===== src/hw/mead_pkg.sv =====
// Package of offsets, fields, timing and carrier types for the memory error and decode registers
package mead_pkg;

	// ********************************
	// Address geometry
	// ********************************
	localparam int unsigned BUS_AW      = 39;  // Five segment bits above a 16-Gbyte segment
	localparam int unsigned SEG_BUS_LSB = 34;  // Lowest bus address bit of the segment number
	localparam int unsigned BLK_LSB     = 24;  // Start and end granule is 16 Mbytes
	localparam int unsigned ILV_LSB     = 6;   // Interleave unit is 64 bytes
	localparam int unsigned OFS_W       = 8;

	// ********************************
	// Register offsets in node space
	// ********************************
	localparam logic [7:0] OFS_DERR_ADDR = 8'h1c;
	localparam logic [7:0] OFS_REF_CTL   = 8'h30;
	localparam logic [7:0] OFS_TEST_CTL  = 8'h34;
	localparam logic [7:0] OFS_BS_STATUS = 8'h38;
	localparam logic [7:0] OFS_BS_ADDR   = 8'h3c;
	localparam logic [7:0] OFS_START     = 8'h50;
	localparam logic [7:0] OFS_END       = 8'h54;
	localparam logic [7:0] OFS_SEG_ILV   = 8'h58;

	// ********************************
	// Field positions and reset values
	// ********************************
	localparam int unsigned ERRADR_LSB   = 3;
	localparam int unsigned FORCE_BIT    = 17;
	localparam int unsigned MISS_BIT     = 16;
	localparam int unsigned HOLD_BIT     = 5;
	localparam int unsigned RATE_LSB     = 2;
	localparam int unsigned ARB_LSB      = 0;
	localparam int unsigned BS_FLAG_HI   = 31;
	localparam int unsigned BS_FLAG_MID  = 29;
	localparam int unsigned BS_FLAG_LO   = 24;
	localparam int unsigned ADDR_FLD_LSB = 6;
	localparam int unsigned TOP_SEG_BIT  = 16;
	localparam int unsigned SEG_LSB      = 16;
	localparam int unsigned INTERLEAVE_SELECT_FIELD_LSB     = 5;
	localparam int unsigned INTERLEAVE_FACTOR_FIELD_LSB     = 0;
	localparam logic [31:0] REG_RST      = 32'h0000_0000;

	// ********************************
	// Timing
	// ********************************
	localparam int unsigned CLK_PERIOD_PS = 4000;
	localparam int unsigned REF_UNIT_NS   = 1000;  // Refresh interval step per rate code
	localparam int unsigned REF_UNIT_CYC  = REF_UNIT_NS * 1000 / CLK_PERIOD_PS;

	// ********************************
	// Types
	// ********************************
	typedef enum logic [1:0] {ILV_NONE, ILV_2WAY, ILV_4WAY, ILV_8WAY} mead_ilv_type;
	typedef enum logic [1:0] {CAP_EMPTY, CAP_CORR, CAP_UNCORR} mead_cap_type;

	typedef struct packed {
		logic             wr;
		logic             rd;
		logic [OFS_W-1:0] addr;
		logic [31:0]      wdata;
	} mead_reg_req_type;

	typedef struct packed {
		logic        valid;
		logic        uncorr;
		logic [31:0] addr;
	} mead_err_type;

	typedef struct packed {
		logic        valid;
		logic [2:0]  kind;
		logic [31:0] addr;
	} mead_bs_err_type;

	typedef struct packed {
		mead_cap_type held;
		logic [31:0]  addr;
	} mead_cap_state_type;

	typedef struct packed {
		logic [11:0]  ref_cnt;
		logic         pending;
		logic         miss;
		logic [2:0]   rate;
		logic [1:0]   arb;
		logic         hold;
		logic [31:0]  test;
		logic [2:0]   bs_flags;
		logic [9:0]   start;
		logic [9:0]   end_addr;
		logic         top;
		logic [4:0]   seg;
		logic [2:0]   interleave_select_field;
		mead_ilv_type interleave_factor_field;
		logic [31:0]  rdata;
		logic         rvalid;
		logic         hit;
	} mead_state_type;

endpackage


===== src/hw/mead_err_capture.sv =====
// Error address capture with uncorrectable-over-corrected priority
`timescale 1ns/10ps
`default_nettype none

module mead_err_capture (
	input  wire logic                   ref_clk,
	input  wire logic                   rst,
	input  wire mead_pkg::mead_err_type err,
	input  wire logic                   clear,
	output logic [31:0]                 addr,
	output mead_pkg::mead_cap_type      held
);
	import mead_pkg::*;

	mead_cap_state_type s_q;
	mead_cap_state_type s_d;
	mead_cap_type       base;

	// ********************************
	// Capture decision
	// ********************************

	// A clear and a new error in one cycle keep the new error
	always_comb begin
		s_d  = s_q;
		base = clear ? CAP_EMPTY : s_q.held;
		s_d.held = base;
		if (err.valid && err.uncorr && base != CAP_UNCORR) begin
			s_d.held = CAP_UNCORR;
			s_d.addr = {err.addr[31:ERRADR_LSB], 3'h0};
		end else if (err.valid && !err.uncorr && base == CAP_EMPTY) begin
			s_d.held = CAP_CORR;
			s_d.addr = {err.addr[31:ERRADR_LSB], 3'h0};
		end
	end

	// State register
	always_ff @(posedge ref_clk or posedge rst) begin
		if (rst) begin
			s_q <= '{held: CAP_EMPTY, addr: REG_RST};
		end else begin
			s_q <= s_d;
		end
	end

	assign addr = s_q.addr;
	assign held = s_q.held;
endmodule

`default_nettype wire


===== src/hw/mead_regs.sv =====
// Memory error address, refresh control and address decode register bank
`timescale 1ns/10ps
`default_nettype none

// Function
// - Hold address of first corrected read error
// - Uncorrectable error replaces held corrected address
// - Corrected error never replaces uncorrectable address
// - Only first uncorrectable address is kept
// - Error address bits 31:3, low bits zero
// - Capture self-test errors as well, except in a cycle that also has a read error
// - Force bit starts one refresh of all
// - Missed refresh sets flag, write one clears
// - Read-only hold mode bit for responses
// - Rate field sets refresh interval
// - Arbitration suppression select field, reset zero
// - Log block-state errors in self-test, normal
// - Starting address in bits 15:6 only
// - Ending address in bits 15:6
// - Top bit extends end to segment top
// - Range from start, end, segment, interleave
// - Segment field matches upper bus address
// - Interleave select field in bits 7:5
// - Interleave factor field steers address match
// - Memory may sit above 512 Mbytes
module mead_regs #(
	parameter int unsigned REF_STEP_CYC = mead_pkg::REF_UNIT_CYC
) (
	input  wire logic                              ref_clk,
	input  wire logic                              rst,
	input  wire mead_pkg::mead_reg_req_type        reg_req,
	output logic [31:0]                            reg_rdata,
	output logic                                   reg_rvalid,
	input  wire mead_pkg::mead_err_type            read_err,
	input  wire mead_pkg::mead_err_type            self_test_err,
	input  wire logic                              data_error_clear,
	output mead_pkg::mead_cap_type                 data_error_held,
	input  wire mead_pkg::mead_bs_err_type         bs_err,
	input  wire logic                              read_response_hold_need,
	output logic                                   read_response_hold,
	output logic                                   refresh_req,
	input  wire logic                              refresh_done,
	output logic [1:0]                             arbitration_suppress_select,
	output logic [31:0]                            manufacturing_test_control,
	input  wire logic [mead_pkg::BUS_AW-1:0]       bus_addr,
	output logic                                   addr_hit
);
	import mead_pkg::*;

	// Elaboration check: the 12-bit timer must hold eight rate steps
	if (REF_STEP_CYC < 1 || REF_STEP_CYC * 8 > 4095) begin : g_bad_step
		$error("REF_STEP_CYC out of range for a 12-bit refresh timer");
	end

	mead_state_type     s_q;
	mead_state_type     s_d;
	mead_err_type       data_err;
	mead_err_type       bs_cap_err;
	logic               bs_clear;
	logic [31:0]        derr_addr;
	logic [31:0]        bs_addr;
	mead_cap_type       bs_held;
	logic               wr_ref;
	logic               wr_bs;
	logic               force_ev;
	logic               tick;
	logic               ref_ev;
	logic               miss_ev;
	logic [2:0]         bs_w1c;
	logic [2:0]         bs_ev;
	logic [11:0]        reload;
	logic [9:0]         blk;
	logic               seg_ok;
	logic               range_ok;
	logic               ilv_ok;

	// ********************************
	// Error address capture
	// ********************************

	// Read errors take the port first; self-test errors use it when reads are quiet
	assign data_err = read_err.valid ? read_err : self_test_err;

	mead_err_capture u_data_cap (
		.ref_clk (ref_clk),
		.rst     (rst),
		.err     (data_err),
		.clear   (data_error_clear),
		.addr    (derr_addr),
		.held    (data_error_held)
	);

	// Block-state errors from self-test or normal traffic; first one is kept
	assign bs_cap_err = '{valid: bs_err.valid, uncorr: 1'b1, addr: bs_err.addr};
	assign bs_clear   = wr_bs && ((s_q.bs_flags & ~bs_w1c) == 3'h0);

	mead_err_capture u_bs_cap (
		.ref_clk (ref_clk),
		.rst     (rst),
		.err     (bs_cap_err),
		.clear   (bs_clear),
		.addr    (bs_addr),
		.held    (bs_held)
	);

	// ********************************
	// Write decode and refresh events
	// ********************************

	// Strobes for registers with side effects
	assign wr_ref   = reg_req.wr && reg_req.addr == OFS_REF_CTL;
	assign wr_bs    = reg_req.wr && reg_req.addr == OFS_BS_STATUS;
	assign force_ev = wr_ref && reg_req.wdata[FORCE_BIT];
	assign bs_w1c   = wr_bs ? {reg_req.wdata[BS_FLAG_HI], reg_req.wdata[BS_FLAG_MID],
		reg_req.wdata[BS_FLAG_LO]} : 3'h0;
	assign bs_ev    = bs_err.valid ? bs_err.kind : 3'h0;

	// Interval timer reload: one step per rate code plus one
	assign reload  = 12'((32'(s_q.rate) + 32'd1) * REF_STEP_CYC - 32'd1);
	assign tick    = s_q.ref_cnt == 12'h000;
	assign ref_ev  = tick || force_ev;
	assign miss_ev = ref_ev && s_q.pending && !refresh_done;

	// ********************************
	// Address decode
	// ********************************

	// Granule of the bus address within its segment
	assign blk      = bus_addr[BLK_LSB +: 10];
	assign seg_ok   = bus_addr[SEG_BUS_LSB +: 5] == s_q.seg;
	assign range_ok = blk >= s_q.start && (s_q.top || blk <= s_q.end_addr);

	// Interleave match on the low line-address bits
	always_comb begin
		unique case (s_q.interleave_factor_field)
			ILV_NONE: ilv_ok = 1'b1;
			ILV_2WAY: ilv_ok = bus_addr[ILV_LSB] == s_q.interleave_select_field[0];
			ILV_4WAY: ilv_ok = bus_addr[ILV_LSB +: 2] == s_q.interleave_select_field[1:0];
			ILV_8WAY: ilv_ok = bus_addr[ILV_LSB +: 3] == s_q.interleave_select_field;
		endcase
	end

	// ********************************
	// Next state
	// ********************************

	// All register state moves here; reads answer one cycle after the strobe
	always_comb begin
		s_d        = s_q;
		s_d.rvalid = reg_req.rd;
		s_d.hit    = seg_ok && range_ok && ilv_ok;
		s_d.hold   = read_response_hold_need;

		// Refresh timer and pending request
		s_d.ref_cnt = tick ? reload : s_q.ref_cnt - 12'h001;
		s_d.pending = (s_q.pending && !refresh_done) || ref_ev;
		s_d.miss    = (s_q.miss && !(wr_ref && reg_req.wdata[MISS_BIT])) || miss_ev;

		// Block-state flags: a new error wins over its clear
		s_d.bs_flags = (s_q.bs_flags & ~bs_w1c) | bs_ev;

		// Plain register writes
		if (reg_req.wr) begin
			unique case (reg_req.addr)
				OFS_REF_CTL: begin
					s_d.rate = reg_req.wdata[RATE_LSB +: 3];
					s_d.arb  = reg_req.wdata[ARB_LSB +: 2];
				end
				OFS_TEST_CTL: begin
					s_d.test = reg_req.wdata;
				end
				OFS_START: begin
					s_d.start = reg_req.wdata[ADDR_FLD_LSB +: 10];
				end
				OFS_END: begin
					s_d.end_addr = reg_req.wdata[ADDR_FLD_LSB +: 10];
					s_d.top      = reg_req.wdata[TOP_SEG_BIT];
				end
				OFS_SEG_ILV: begin
					s_d.seg  = reg_req.wdata[SEG_LSB +: 5];
					s_d.interleave_select_field = reg_req.wdata[INTERLEAVE_SELECT_FIELD_LSB +: 3];
					s_d.interleave_factor_field = mead_ilv_type'(reg_req.wdata[INTERLEAVE_FACTOR_FIELD_LSB +: 2]);
				end
				default: begin
				end
			endcase
		end

		// Read data; unmapped offsets and reserved bits read zero
		s_d.rdata = REG_RST;
		if (reg_req.rd) begin
			unique case (reg_req.addr)
				OFS_DERR_ADDR: s_d.rdata = derr_addr;
				OFS_REF_CTL: begin
					s_d.rdata[MISS_BIT]         = s_q.miss;
					s_d.rdata[HOLD_BIT]         = s_q.hold;
					s_d.rdata[RATE_LSB +: 3]    = s_q.rate;
					s_d.rdata[ARB_LSB +: 2]     = s_q.arb;
				end
				OFS_TEST_CTL: s_d.rdata = s_q.test;
				OFS_BS_STATUS: begin
					s_d.rdata[BS_FLAG_HI]  = s_q.bs_flags[2];
					s_d.rdata[BS_FLAG_MID] = s_q.bs_flags[1];
					s_d.rdata[BS_FLAG_LO]  = s_q.bs_flags[0];
				end
				OFS_BS_ADDR: s_d.rdata = bs_addr;
				OFS_START: s_d.rdata[ADDR_FLD_LSB +: 10] = s_q.start;
				OFS_END: begin
					s_d.rdata[ADDR_FLD_LSB +: 10] = s_q.end_addr;
					s_d.rdata[TOP_SEG_BIT]        = s_q.top;
				end
				OFS_SEG_ILV: begin
					s_d.rdata[SEG_LSB +: 5]  = s_q.seg;
					s_d.rdata[INTERLEAVE_SELECT_FIELD_LSB +: 3] = s_q.interleave_select_field;
					s_d.rdata[INTERLEAVE_FACTOR_FIELD_LSB +: 2] = s_q.interleave_factor_field;
				end
				default: s_d.rdata = REG_RST;
			endcase
		end
	end

	// ********************************
	// State register
	// ********************************

	// First timer tick comes one rate-zero interval after reset
	always_ff @(posedge ref_clk or posedge rst) begin
		if (rst) begin
			s_q <= '{
				ref_cnt:  12'(REF_STEP_CYC - 1),
				pending:  1'b0,
				miss:     1'b0,
				rate:     3'h0,
				arb:      2'h0,
				hold:     1'b0,
				test:     REG_RST,
				bs_flags: 3'h0,
				start:    10'h000,
				end_addr: 10'h000,
				top:      1'b0,
				seg:      5'h00,
				interleave_select_field:     3'h0,
				interleave_factor_field:     ILV_NONE,
				rdata:    REG_RST,
				rvalid:   1'b0,
				hit:      1'b0
			};
		end else begin
			s_q <= s_d;
		end
	end

	// Outputs straight from flip-flops
	assign reg_rdata                   = s_q.rdata;
	assign reg_rvalid                  = s_q.rvalid;
	assign read_response_hold          = s_q.hold;
	assign refresh_req                 = s_q.pending;
	assign arbitration_suppress_select = s_q.arb;
	assign manufacturing_test_control  = s_q.test;
	assign addr_hit                    = s_q.hit;
endmodule

`default_nettype wire

===== config.mk =====
export PLATFORM = sky130hd
export DESIGN_NAME = mead_regs
export DESIGN_NICKNAME = d
export VERILOG_FILES = /design/src/hw/mead_pkg.sv /design/src/hw/mead_err_capture.sv /design/src/hw/mead_regs.sv
export SDC_FILE = /design/constraint.sdc
export NUM_CORES = 1
export LEC_CHECK = 0
export ABC_AREA = 1
export BUFFER_PORTS_ARGS = -buffer_cell sky130_fd_sc_hd__buf_4
export CORE_MARGIN = 4
export CORE_UTILIZATION = 40
export DETAILED_ROUTE_END_ITERATION = 10
export MAX_ROUTING_LAYER = met4
export REMOVE_ABC_BUFFERS = 1
export SLEW_MARGIN = 15
export SYNTH_ARGS = -nofsm -noshare
export SYNTH_HDL_FRONTEND = slang
export SYNTH_SLANG_ARGS = --single-unit
export TNS_END_PERCENT = 10

===== constraint.sdc =====
create_clock -name ref_clk -period 15.1 [get_ports ref_clk]
set_input_delay 3.02 -clock ref_clk [delete_from_list [all_inputs] [get_ports ref_clk]]
set_output_delay 3.02 -clock ref_clk [all_outputs]
set_load 0.1 [all_outputs]

Word level (Yosys, flattened, before mapping)
Index checks and enable logic that the tools add are counted.
{"block": "op_classes", "bitwise_logic": 3, "n_mul": 1, "add_sub_neg": 3, "n_eq_ne": 17, "magnitude_cmp": 2, "n_reduce_logical": 34, "muxes": 24}
{"operator": "34-bit two-way mux", "n": 4}
{"operator": "8-bit case mux with 5 select lines", "n": 1}
{"operator": "8-bit by 6-bit equality test with 1-bit output (second input constant)", "n": 4}
{"operator": "32-bit two-way mux", "n": 1}
{"operator": "8-bit by 7-bit equality test with 1-bit output (second input constant)", "n": 3}
{"operator": "12-bit by 1-bit subtractor with 12-bit output (second input constant)", "n": 2}
{"operator": "1-bit logical AND", "n": 17}
{"operator": "1-bit case mux with 4 select lines", "n": 4}
{"operator": "4-bit case mux with 4 select lines", "n": 1}
{"operator": "12-bit zero test", "n": 1}
{"operator": "12-bit two-way mux", "n": 1}
{"operator": "2-bit case mux with 6 select lines", "n": 1}
{"operator": "3-bit case mux with 4 select lines", "n": 1}
{"operator": "4-bit case mux with 3 select lines", "n": 1}
{"operator": "4-bit by 7-bit multiplier with 11-bit output (second input constant)", "n": 1}
{"operator": "10-bit >= comparator", "n": 1}
{"operator": "10-bit <= comparator", "n": 1}
{"operator": "2-bit AND reduction", "n": 5}
{"operator": "3-bit case mux with 3 select lines", "n": 1}
{"operator": "8-bit by 5-bit equality test with 1-bit output (second input constant)", "n": 1}
{"operator": "2-bit case mux with 4 select lines", "n": 1}
{"operator": "3-bit two-way mux", "n": 2}
{"operator": "1-bit case mux with 6 select lines", "n": 1}
{"operator": "5-bit equality test", "n": 1}
{"operator": "other kinds (18)", "n": 27}
{"block": "word_totals", "register_bits": 185, "inputBits": 190, "wordCells": 105, "output_inout_bits": 72}

Logic depth before layout (Yosys ltp)
Gate-level depths: netlist of the first run.
{"block": "logic_depth", "ltp_word": 11, "ltp_mapped": 20, "mapped_depth_nobuf": 20}

By module
From an unflattened synthesis of the first run, not the netlist that was laid out.
{"block": "hier_totals", "hier_cells": 1331, "hier_area_um2": 10451.3}
{"module": "mead_regs", "area_each_um2": 7858.8, "instances": 1, "cells_each": 1035, "seq_area_each_um2": 3010.4}
{"module": "mead_err_capture", "area_each_um2": 1296.2, "instances": 2, "cells_each": 148, "seq_area_each_um2": 775.7}

Least setup slack after synthesis of the first run
No wires, ideal clock.
{"block": "synth_timing", "path_type": "in2reg", "from": "input reg_req[39] (netlist name)", "to": "register u_bs_cap.s_q, in the netlist u_bs_cap.addr[10]", "t_arrival_ns": 4.123, "path_buffers": 2, "setup_ns": 0.116, "t_required_ns": 14.984, "stages": 12, "path_slack_ns": 10.860, "path_cell_list": "nor2_4 nand2_4 nor2_4 nand3_1 nand2_1 nand3_2 nand3_2 nand2_2 buf_6 buf_6 nand2_1 nand2_1"}
{"block": "synth_between", "elab_chain_len": 10}
{"element": "start, declared", "line": "mead_regs.sv:31", "text": "input wire mead_pkg::mead_reg_req_type reg_req,"}
{"element": "8-bit by 6-bit equality test with 1-bit output *", "line": "mead_regs.sv:112", "text": "assign wr_bs = reg_req.wr && reg_req.addr == OFS_BS_STATUS;"}
{"element": "1-bit logical AND *", "line": "mead_regs.sv:112"}
{"element": "3-bit two-way mux", "line": "mead_regs.sv:114", "text": "assign bs_w1c = wr_bs ? {reg_req.wdata[BS_FLAG_HI], reg_req.wdata[BS_FLAG_MID],"}
{"element": "3-bit inverter", "line": "mead_regs.sv:95", "text": "assign bs_clear = wr_bs && ((s_q.bs_flags & ~bs_w1c) == 3'h0);"}
{"element": "3-bit AND", "line": "mead_regs.sv:95"}
{"element": "3-bit zero test", "line": "mead_regs.sv:95"}
{"element": "1-bit logical AND *", "line": "mead_regs.sv:95"}
{"element": "2-bit two-way mux *", "line": "mead_err_capture.sv:26", "text": "base = clear ? CAP_EMPTY : s_q.held;"}
{"element": "2-bit != test *", "line": "mead_err_capture.sv:28", "text": "if (err.valid && err.uncorr && base != CAP_UNCORR) begin"}
{"element": "1-bit logical AND *", "line": "mead_err_capture.sv:28"}
{"element": "end signal, assigned", "line": "mead_err_capture.sv:40", "text": "s_q <= '{held: CAP_EMPTY, addr: REG_RST};"}
{"element": "end, declared", "line": "mead_err_capture.sv:15", "text": "mead_cap_state_type s_q;"}
Every way passes the cells marked *; elsewhere a longest branch is shown, timed or not.
A chain may end at the register's enable or synchronous reset.

Final worst setup path of the first run
{"block": "layout_timing", "from": "input reg_req[33] (netlist name)", "to": "register u_bs_cap.s_q, in the netlist u_bs_cap.addr[14]"}
Same word-level chain as after synthesis.

==> results.cfg, run 1 <==
[finish]
syn_to_final_growth_pct = 20.73
drive_above_1_share_pct = 21.70
diodes = 0
final_area_um2 = 12160
final_nets = 1637
final_cell_mix = nand2_1 (378), buf_4 (236), dfrtp_1 (176)
final_common_cell = nand2_1
final_core_util_pct = 49.58

[timing]
slew_viol_final = 0
max_slew.worst_pin.slew_ns = 1.155
relSlewSlack_pct = 22.52
fin_setup_tns_ns = 0
clock_skew_ns = 0.01282
finalCritPeriodShare_pct = 34.48
fmax_ghz = 0.1921
setup_viol = 0
period_needed_ns = 5.207
hold_viol_final = 0
rsz0062_at_grt = false
worst_slack_ns = 9.893

[clocking]
post_cts.repair.setup_buffers = 0
clkSlewWorstSetupHoldPaths_ns = 0.07
clockBufferDepth = 2
ctsHoldBuffers = 0
clk_latency_ns = 0.45
clkSinkCount = 182
root_buffer = clkbuf_16
ctsResizeCount = 0
tritoncts = built
h-tree-depth = 4
cts_made_buffers = 17

[worst_setup_path]
crit_buf_inv = 1
critPathKind = in -> reg
worst_setup_path_start_kind = input pin
cp_slowest_stage_delay_ns = 0.67
cp_data_arrival_time_ns = 5.53
slowest_stage = nand2_2
worstPathMaxFanout = 30
cp_top_family = simple AND/OR/NAND/NOR gates
worstPathRequired_ns = 15.43
worstPathCellList = buf_4, nor2_4, nand3_2, nor2_4, nand3_1, nand2_1, nand3_2, nand3_2, nand2_2, nand2_1, nand2_1
cp-end-kind = flip-flop

[floorplanning]
start_util_pct = 41.07
fp.dieH_um = 166.7
die_w_um = 166.7
std_cell_rows = 57
dieArea_um2 = 27790
ios = 262
core_area_um2 = 24530

[yosys]
ys_seq_area_share_pct = 45.28
ys_ff_latch = 182
synth_compound_area_share_pct = 10.60
async_reset_ff_share_pct = 100.0
synth.area.mux_share_pct = 1.552
yosysWarnings = 0
postSynthCellCount = 1259
yosys.area_share.xor_xnor_pct = 1.043
synth_edf_count = 0
synthSimpleGateAreaFrac_pct = 23.08
synth_top_family_by_area = simple AND/OR/NAND/NOR gates
synth_fa_ha_area_share_pct = 6.110
synth_top_flop_cell = dfrtp_1
synth_area_per_cell_um2 = 8.003
netlist_area_um2 = 10080
synthDistinctLibCells = 44

[global_routing]
antenna_found_initial = 0
use_met2_pct = 34.32
grt_overflow_total = 0
globalRouteMet3Util_pct = 5.025
use_met1_pct = 29.53
grt_pass1_wl_um = 47330
grt-busiest-layer = met2
grt_pass1_vias = 8569
grtUsageTotal_pct = 22.09
grt_max_degree = 110

[routing]
via_per_inst = 5.026
num_vias = 8740
route.detailed.drc = 0
drt-total-wl_um = 29850
wl_per_cell_um = 17.16
final_antenna_net_count = 0
dr.pass1.iters = 5
drt_iter0_markers = 675

[pwr]
pwr-share-seq_pct = 40.9
p_comb_share_pct = 25.5
internal_power_uw = 900.8
swShare_pct = 34.86
p_leak_uw = 0.006269
ir_drop_v = 0.00005521
p_switching_uw = 482.0
power.density_nw_per_um2 = 113.7
pwr-share-clk_pct = 33.5

[place]
place_ws_ns = 9.412
hpwl_um = 21470
io_buffers = 231
place_area_um2 = 11560
gp_congestion = 0.9048

[min_path]
worstHoldPathType = reg -> reg

[run]
maxCapViolCount = 0

[run_status]
status = complete, no violations
## sequential cells by signal, indices dropped and copies added (netlist names)
name	cells
s_q	50
manufacturing_test_control	32
reg_rdata	32
u_bs_cap.addr	29
u_data_cap.addr	29
arbitration_suppress_select	2
u_bs_cap.held	2
u_data_cap.held	2
addr_hit	1
read_response_hold	1
refresh_req	1
reg_rvalid	1
## synthesized netlist by cell type (2+ instances only)
master     number  area share, %
nand2_1       380             14
dfrtp_1       176             44
inv_1         140            5.2
nor2_1         91            3.4
o21ai_0        77            3.8
buf_4          67            5.0
nand3_1        65            3.2
ha_1           38            4.7
a21oi_1        34            1.7
a31oi_1        32            2.0
clkbuf_1       27            1.0
buf_2          15           0.75
a41oi_1        12            1.0
o22ai_1        12           0.75
mux2_2         11            1.2
nand4_1         8           0.50
nor3_1          8           0.40
xor2_1          8           0.70
fa_1            7            1.4
dfstp_2         6            1.6
or2_2           4           0.25
xnor2_1         4           0.35
buf_6           3           0.34
nand3_2         3           0.30
nor2_4          3           0.34
o211ai_1        3           0.22
o21bai_1        3           0.22
mux2_1          2           0.22
nand2_2         2           0.12
o2111ai_1       2           0.17
o221ai_1        2           0.17
o31ai_1         2           0.15
## worst reg2reg max path, delay by kind of cell (launching register included)
| family | cells | cell delay [ns] |
|---|---|---|
| adders and majority gates | 4 | 1.96 |
| DFF | 1 | 0.63 |
| buffers and inverters | 4 | 0.50 |
| AOI/OAI and AO/OA | 1 | 0.26 |
| and+or+nand+nor | 8 | 0.77 |
## power by group through the flow
stage	Combinational (uW)	Clock [uW]	Sequential, uW
5_1_grt	399	493	572
6_report	353	464	566
2_1_floorplan	208	0	608
3_5_place_dp	353	0	575
3_3_place_gp	346	0	574
4_1_cts	355	471	566
## routing by layer
metal	up-vias	part of all wire (%)
li1	4262	-
met1	4186	45
met2	259	46
met3	33	6.5
met4	0	1.9
met5	-	0
## kinds of logic (layout without fill, tap and decap cells)
logic type,count (synthesis),in the layout
AO/OA/AOI/OAI,184,184
XOR/XNOR,12,12
adder cells (fa/ha/maj),45,45
buffers and inverters,253,409
flip-flops,182,182
multiplexers,14,14
AND/OR/NAND/NOR,569,569
## area by class of cell
| cell class | count | area, um2 |
|---|---|---|
| fill | 2478 | 12370 |
| tap | 324 | 405.4 |
| multi-input combinational | 824 | 4287 |
| inverter | 141 | 536.8 |
| timing repair buffer | 236 | 1772 |
| clock inverter | 15 | 176.4 |
| sequential | 182 | 4562 |
| clock buffer | 17 | 425.4 |
## worst paths after layout
| path | start | to | slack, ns | depth (start not counted) |
|---|---|---|---|---|
| worst min-delay path | s_q[108] | s_q[108] | 0.47 | 1 |
| max in group asynchronous | rst | u_data_cap.addr[3] | 10.95 | 3 |
| worst min register to register | s_q[108] | s_q[108] | 0.47 | 1 |
| worst max-delay path | reg_req[33] | u_bs_cap.addr[14] | 9.89 | 11 |
| worst max register to register | s_q[103] | s_q[119] | 10.85 | 17 |
| min in group asynchronous | rst | manufacturing_test_control[1] | 2.65 | 2 |
## through the flow
step | hold WS, ns | instances | power, uW
after floorplan | 0.4368 | 1147 | 816.0
after global placement | 0.4503 | 1707 | 920.8
after detailed placement | 0.4531 | 1707 | 927.8
after CTS | 0.4715 | 1739 | 1392
after global routing | 0.4855 | 1739 | 1464
final | 0.4677 | 1739 | 1383
Power figures use the tool's default switching activity.
==> run 2, diff against run 1 <==
Settings changed: PLACE_DENSITY from default to 0.66.
Clock period 15.1 ns to 4.5 ns, I/O delays scaled along.
==> run 2 against run 1 <==
- core utilization rose by 0.066 points
- sequential share of layout area barely moved
- final area rose by 0.13%
- combinational power rose to 3.3 times the previous value
- setup slack got worse by 9.4 ns
- critical path depth rose by 6
- total power rose to 3.3 times the previous value
- register-to-register slack got worse by 10 ns
- die area did not move
- largest power group unchanged
==> results.cfg, run 2 (synthesis gave the netlist of run 1 again) <==
[global_routing]
grt-busiest-layer = met2
grt_pass1_wl_um = 46780
use_met2_pct = 33.86
grtUsageTotal_pct = 21.80
globalRouteMet3Util_pct = 4.243
grt_overflow_total = 0
use_met1_pct = 29.09
grt_pass1_vias = 8632
antenna_found_initial = 0
grt_max_degree = 126

[clocking]
post_cts.repair.setup_buffers = 0
root_buffer = clkbuf_16
ctsHoldBuffers = 0
clkSinkCount = 182
clk_latency_ns = 0.43
cts_made_buffers = 17
clockBufferDepth = 2
h-tree-depth = 4
clkSlewWorstSetupHoldPaths_ns = 0.07
tritoncts = built
ctsResizeCount = 0

[finish]
final_core_util_pct = 49.65
drive_above_1_share_pct = 21.86
final_common_cell = nand2_1
multi_input_area_um2 = 4287
diodes = 0
largest-register = s_q
final_nets = 1641
largest_reg_flops = 50
final_cell_mix = nand2_1 (378), buf_4 (239), dfrtp_1 (176)
register_area_um2 = 4562
syn_to_final_growth_pct = 20.89
fill_cells = 2428

[pwr]
pwr-share-clk_pct = 32.5
p_total_uw = 4566
p_leak_uw = 0.006284
power.density_nw_per_um2 = 374.9
pwr-share-seq_pct = 41.5
ir_drop_v = 0.0001896
p_comb_share_pct = 25.9
p_switching_uw = 1593
internal_power_uw = 2973
swShare_pct = 34.89

[floorplanning]
fp.dieH_um = 166.7
die_w_um = 166.7
dieArea_um2 = 27790
ios = 262
std_cell_rows = 57
start_util_pct = 41.07
core_area_um2 = 24530

[worst_setup_path]
cp_data_arrival_time_ns = 4.29
worstPathRequired_ns = 4.82
worst_setup_path_start_kind = flip-flop
cp_slowest_stage_delay_ns = 0.57
critPathKind = reg -> reg
slowest_stage = fa_1
critPathMostFrequentCell = nand2_1
r2r_cells = 17
worstPathCellList = ha_1, xnor2_1, fa_1, inv_1, fa_1, inv_1, ha_1, nand2_1, inv_1, o21ai_0, nand2_1, nand2_1, nand2_1, nor2_1, nand3_1, nand3_1, nand2_1
cp-end-kind = flip-flop
r2r_slack_ns = 0.53
r2r_start = s_q[103]
r2r_end = s_q[119]
worstPathMaxFanout = 10

[timing]
rsz0062_at_grt = false
relSlewSlack_pct = 19.27
slew_viol_final = 0
finalCritPeriodShare_pct = 88.19
fmax_ghz = 0.2520
hold_viol_final = 0
clock_skew_ns = 0.01253
period_needed_ns = 3.969
max_slew.worst_pin.slew_ns = 1.210
setup_viol = 0

[min_path]
holdPathStages = 1
worstHoldPathType = reg -> reg
whs_endpoint = s_q[108]
hold_start = s_q[108]

[routing]
wl_per_cell_um = 16.96
final_antenna_net_count = 0
via_per_inst = 5.052
dr.pass1.iters = 5
route.detailed.drc = 0
drt-total-wl_um = 29550
drt_iter0_markers = 585
num_vias = 8800

[run_status]
status = complete, no violations

[place]
io_buffers = 231
hpwl_um = 21460
gp_congestion = 0.8802

[run]
maxCapViolCount = 0
## run 2: changes by cell type in the layout (fill, tap and decap cells not counted)
cell,delta
buf_12,+1
bufinv_16,-1
nor2_4,-1
nor2_2,+1
nand2_4,+1
inv_6,-4
buf_4,+3
nand2_2,-1
clkinvlp_4,+1
inv_1,+1
clkinv_1,-1
clkbuf_8,+1
clkinv_4,+2
## run 2: layer usage
layer | up-vias | share of wire (%)
met3 | 38 | 6.2
li1 | 4271 | -
met4 | 0 | 2.3
met2 | 308 | 46
met1 | 4183 | 45
met5 | - | 0
## run 2: cell type report
type | instances | area share, %
Timing Repair Buffer | 240 | 14.89
Inverter | 141 | 4.407
Multi-Input combinational cell | 824 | 35.19
Tap cell | 324 | 3.328
Clock buffer | 18 | 3.606
Clock inverter | 13 | 1.120
Sequential cell | 182 | 37.45
## run 2: how the worst max path moves through the flow
stage / startpoint / to / slack, ns / cells past startpoint
2_1_floorplan: rst / addr_hit / -1.33 / 1
3_3_place_gp: s_q[103] / s_q[119] / 0.63 / 17
3_5_place_dp: s_q[103] / s_q[119] / 0.59 / 17
4_1_cts: s_q[103] / s_q[119] / 0.51 / 17
5_1_grt: s_q[103] / s_q[119] / 0.19 / 17
6_report: s_q[103] / s_q[119] / 0.53 / 17
## run 2: per-stage QoR
| stage | TNS, ns | hold WS, ns | setup WS, ns | cells | instance area (um2) |
|---|---|---|---|---|---|
| final | 0 | 0.4651 | 0.5313 | 1742 | 12180 |
| after global routing | 0 | 0.4758 | 0.1868 | 1742 | 12180 |
| after CTS | 0 | 0.4662 | 0.5103 | 1742 | 12180 |
| after detailed placement | 0 | 0.4545 | 0.5874 | 1711 | 11600 |
| after global placement | 0 | 0.4463 | 0.6264 | 1711 | 11600 |
| after floorplan | -234.74 | 0.4368 | -1.334 | 1147 | 9363 |
## run 2: critical path, delay by kind of cell (launching register included)
family / cells / cell delay (ns)
buf+inv: 3 / 0.23
compound gates: 1 / 0.25
xor+xnor: 1 / 0.46
flops: 1 / 0.55
simple gates: 8 / 0.79
fa+ha+maj: 4 / 1.57
## run 2: power groups by stage
stage | Combinational (uW) | Clock (uW) | Sequential (uW)
after detailed placement | 1190 | 0 | 1930
after global placement | 1170 | 0 | 1920
after CTS | 1190 | 1510 | 1900
final | 1180 | 1490 | 1900
after global routing | 1340 | 1580 | 1920
after floorplan | 699 | 0 | 2040
==> run 3, diff against run 2 <==
Settings changed: REMOVE_ABC_BUFFERS 1 to default.
==> run 3 against run 2 <==
- clock power is 3% lower
- sequential power about the same
- die area stayed put
- fmax decreased by 1.5%
- setup slack lost 0.062 ns
==> results.cfg, run 3 (synthesis gave the netlist of run 1 again) <==
[clocking]
ctsResizeCount = 0
clkSlewWorstSetupHoldPaths_ns = 0.07
root_buffer = clkbuf_16
clk_latency_ns = 0.44
tritoncts = built
clockBufferDepth = 2
cts_made_buffers = 17
h-tree-depth = 4
post_cts.repair.setup_buffers = 0
ctsHoldBuffers = 0
clkSinkCount = 182

[routing]
drt-total-wl_um = 29370
num_vias = 8605
route.detailed.drc = 0
via_per_inst = 4.937
dr.pass1.iters = 6
wl_per_cell_um = 16.85
final_antenna_net_count = 0
drt_iter0_markers = 555

[floorplanning]
ios = 262
fp.dieH_um = 166.7
die_w_um = 166.7
std_cell_rows = 57
core_area_um2 = 24530
dieArea_um2 = 27790
start_util_pct = 41.07

[finish]
final_nets = 1641
final_core_util_pct = 49.54
fill_cells = 2479
final_cell_mix = nand2_1 (378), buf_4 (240), dfrtp_1 (176)
diodes = 0
largest-register = s_q
syn_to_final_growth_pct = 20.63
largest_reg_flops = 50
drive_above_1_share_pct = 21.92
final_common_cell = nand2_1

[worst_setup_path]
worstPathMaxFanout = 10
cp_data_arrival_time_ns = 4.35
worstPathRequired_ns = 4.82
critPathKind = reg -> reg
cp-end-kind = flip-flop
worst_setup_path_start_kind = flip-flop

[timing]
rsz0062_at_grt = false
setup_viol = 0
clock_skew_ns = 0.01622
max_slew.worst_pin.slew_ns = 0.9750
fmax_ghz = 0.2481
relSlewSlack_pct = 34.93
hold_viol_final = 0
worst_slack_ns = 0.4698
fin_setup_tns_ns = 0
finalCritPeriodShare_pct = 89.56
period_needed_ns = 4.030
slew_viol_final = 0

[place]
gp_congestion = 0.9296
place_ws_ns = 0.4768
hpwl_um = 22620
io_buffers = 231

[run_status]
status = complete, no violations

[min_path]
worstHoldPathType = reg -> reg

[pwr]
power.density_nw_per_um2 = 372.5
p_leak_uw = 0.006275
ir_drop_v = 0.0001781

[global_routing]
antenna_found_initial = 0
grt_pass1_wl_um = 47000
grtUsageTotal_pct = 21.83
grt_overflow_total = 0
grt_pass1_vias = 8696
grt_max_degree = 59

[yosys]
synth_nets = 1494

[run]
maxCapViolCount = 0
run 3: cell types whose count changed in the layout (fill, tap and decap cells not counted):
cell / delta
buf_12: -1
buf_4: +1
clkbuf_1: +1
clkbuf_8: -1
clkinv_2: +1
clkinv_4: +1
clkinv_8: -1
clkinvlp_4: +1
inv_8: -1
nor2_1: -1
nor2_2: +1
run 3: worst max-delay path, stage by stage, from the launching register on:
cell and delay, ns:
dfrtp_1 0.55, ha_1 0.30, xnor2_1 0.47, fa_1 0.58, inv_1 0.15, fa_1 0.43
inv_1 0.07, ha_1 0.28, nand2_1 0.09, inv_1 0.03, o21ai_0 0.29, nand2_1 0.12
nand2_1 0.07, nand2_1 0.06, nor2_1 0.18, nand3_1 0.10, nand3_1 0.09, nand2_1 0.05
run 3: where the power goes:
part           leakage, uW  switching [uW]  internal [uW]
Clock             0.000272             715            734
Sequential         0.00225            99.5           1800
Combinational      0.00375             756            422
run 3: cell type report:
class / instances / area (um2) / area share [%]
Clock buffer: 18 / 429.2 / 3.531
Clock inverter: 14 / 133.9 / 1.101
Sequential cell: 182 / 4562 / 37.53
Inverter: 141 / 533.0 / 4.385
Timing Repair Buffer: 240 / 1802 / 14.82
Multi-Input combinational cell: 824 / 4289 / 35.29
Tap cell: 324 / 405.4 / 3.335
run 3: path summary, 6_finish.rpt:
path	start	end	slack, ns	depth (start not counted)
max in group asynchronous	rst	u_data_cap.addr[23]	2.92	3
min reg2reg	s_q[108]	s_q[108]	0.47	1
max reg2reg	s_q[103]	s_q[119]	0.47	17
min in group asynchronous	rst	arbitration_suppress_select[0]	0.53	2
min	s_q[108]	s_q[108]	0.47	1
max	s_q[103]	s_q[119]	0.47	17
run 3: routing by layer:
metal / track usage (%) / vias up / share of wire, %
met5: - / - / 0
met4: 5.799 / 0 / 1.6
met3: 3.650 / 27 / 5.0
met2: 33.49 / 246 / 46
met1: 30.32 / 4055 / 48
li1: - / 4277 / -
run 3: metrics by stage:
stage	cell area (um2)	total power [uW]	hold slack, ns	instances
6_report	12150	4528	0.4721	1743
4_1_cts	12150	4569	0.4732	1743
5_1_grt	12150	4814	0.4950	1743
3_3_place_gp	11580	3092	0.4489	1711
3_5_place_dp	11580	3112	0.4559	1711
2_1_floorplan	10080	2778	0.4368	1259
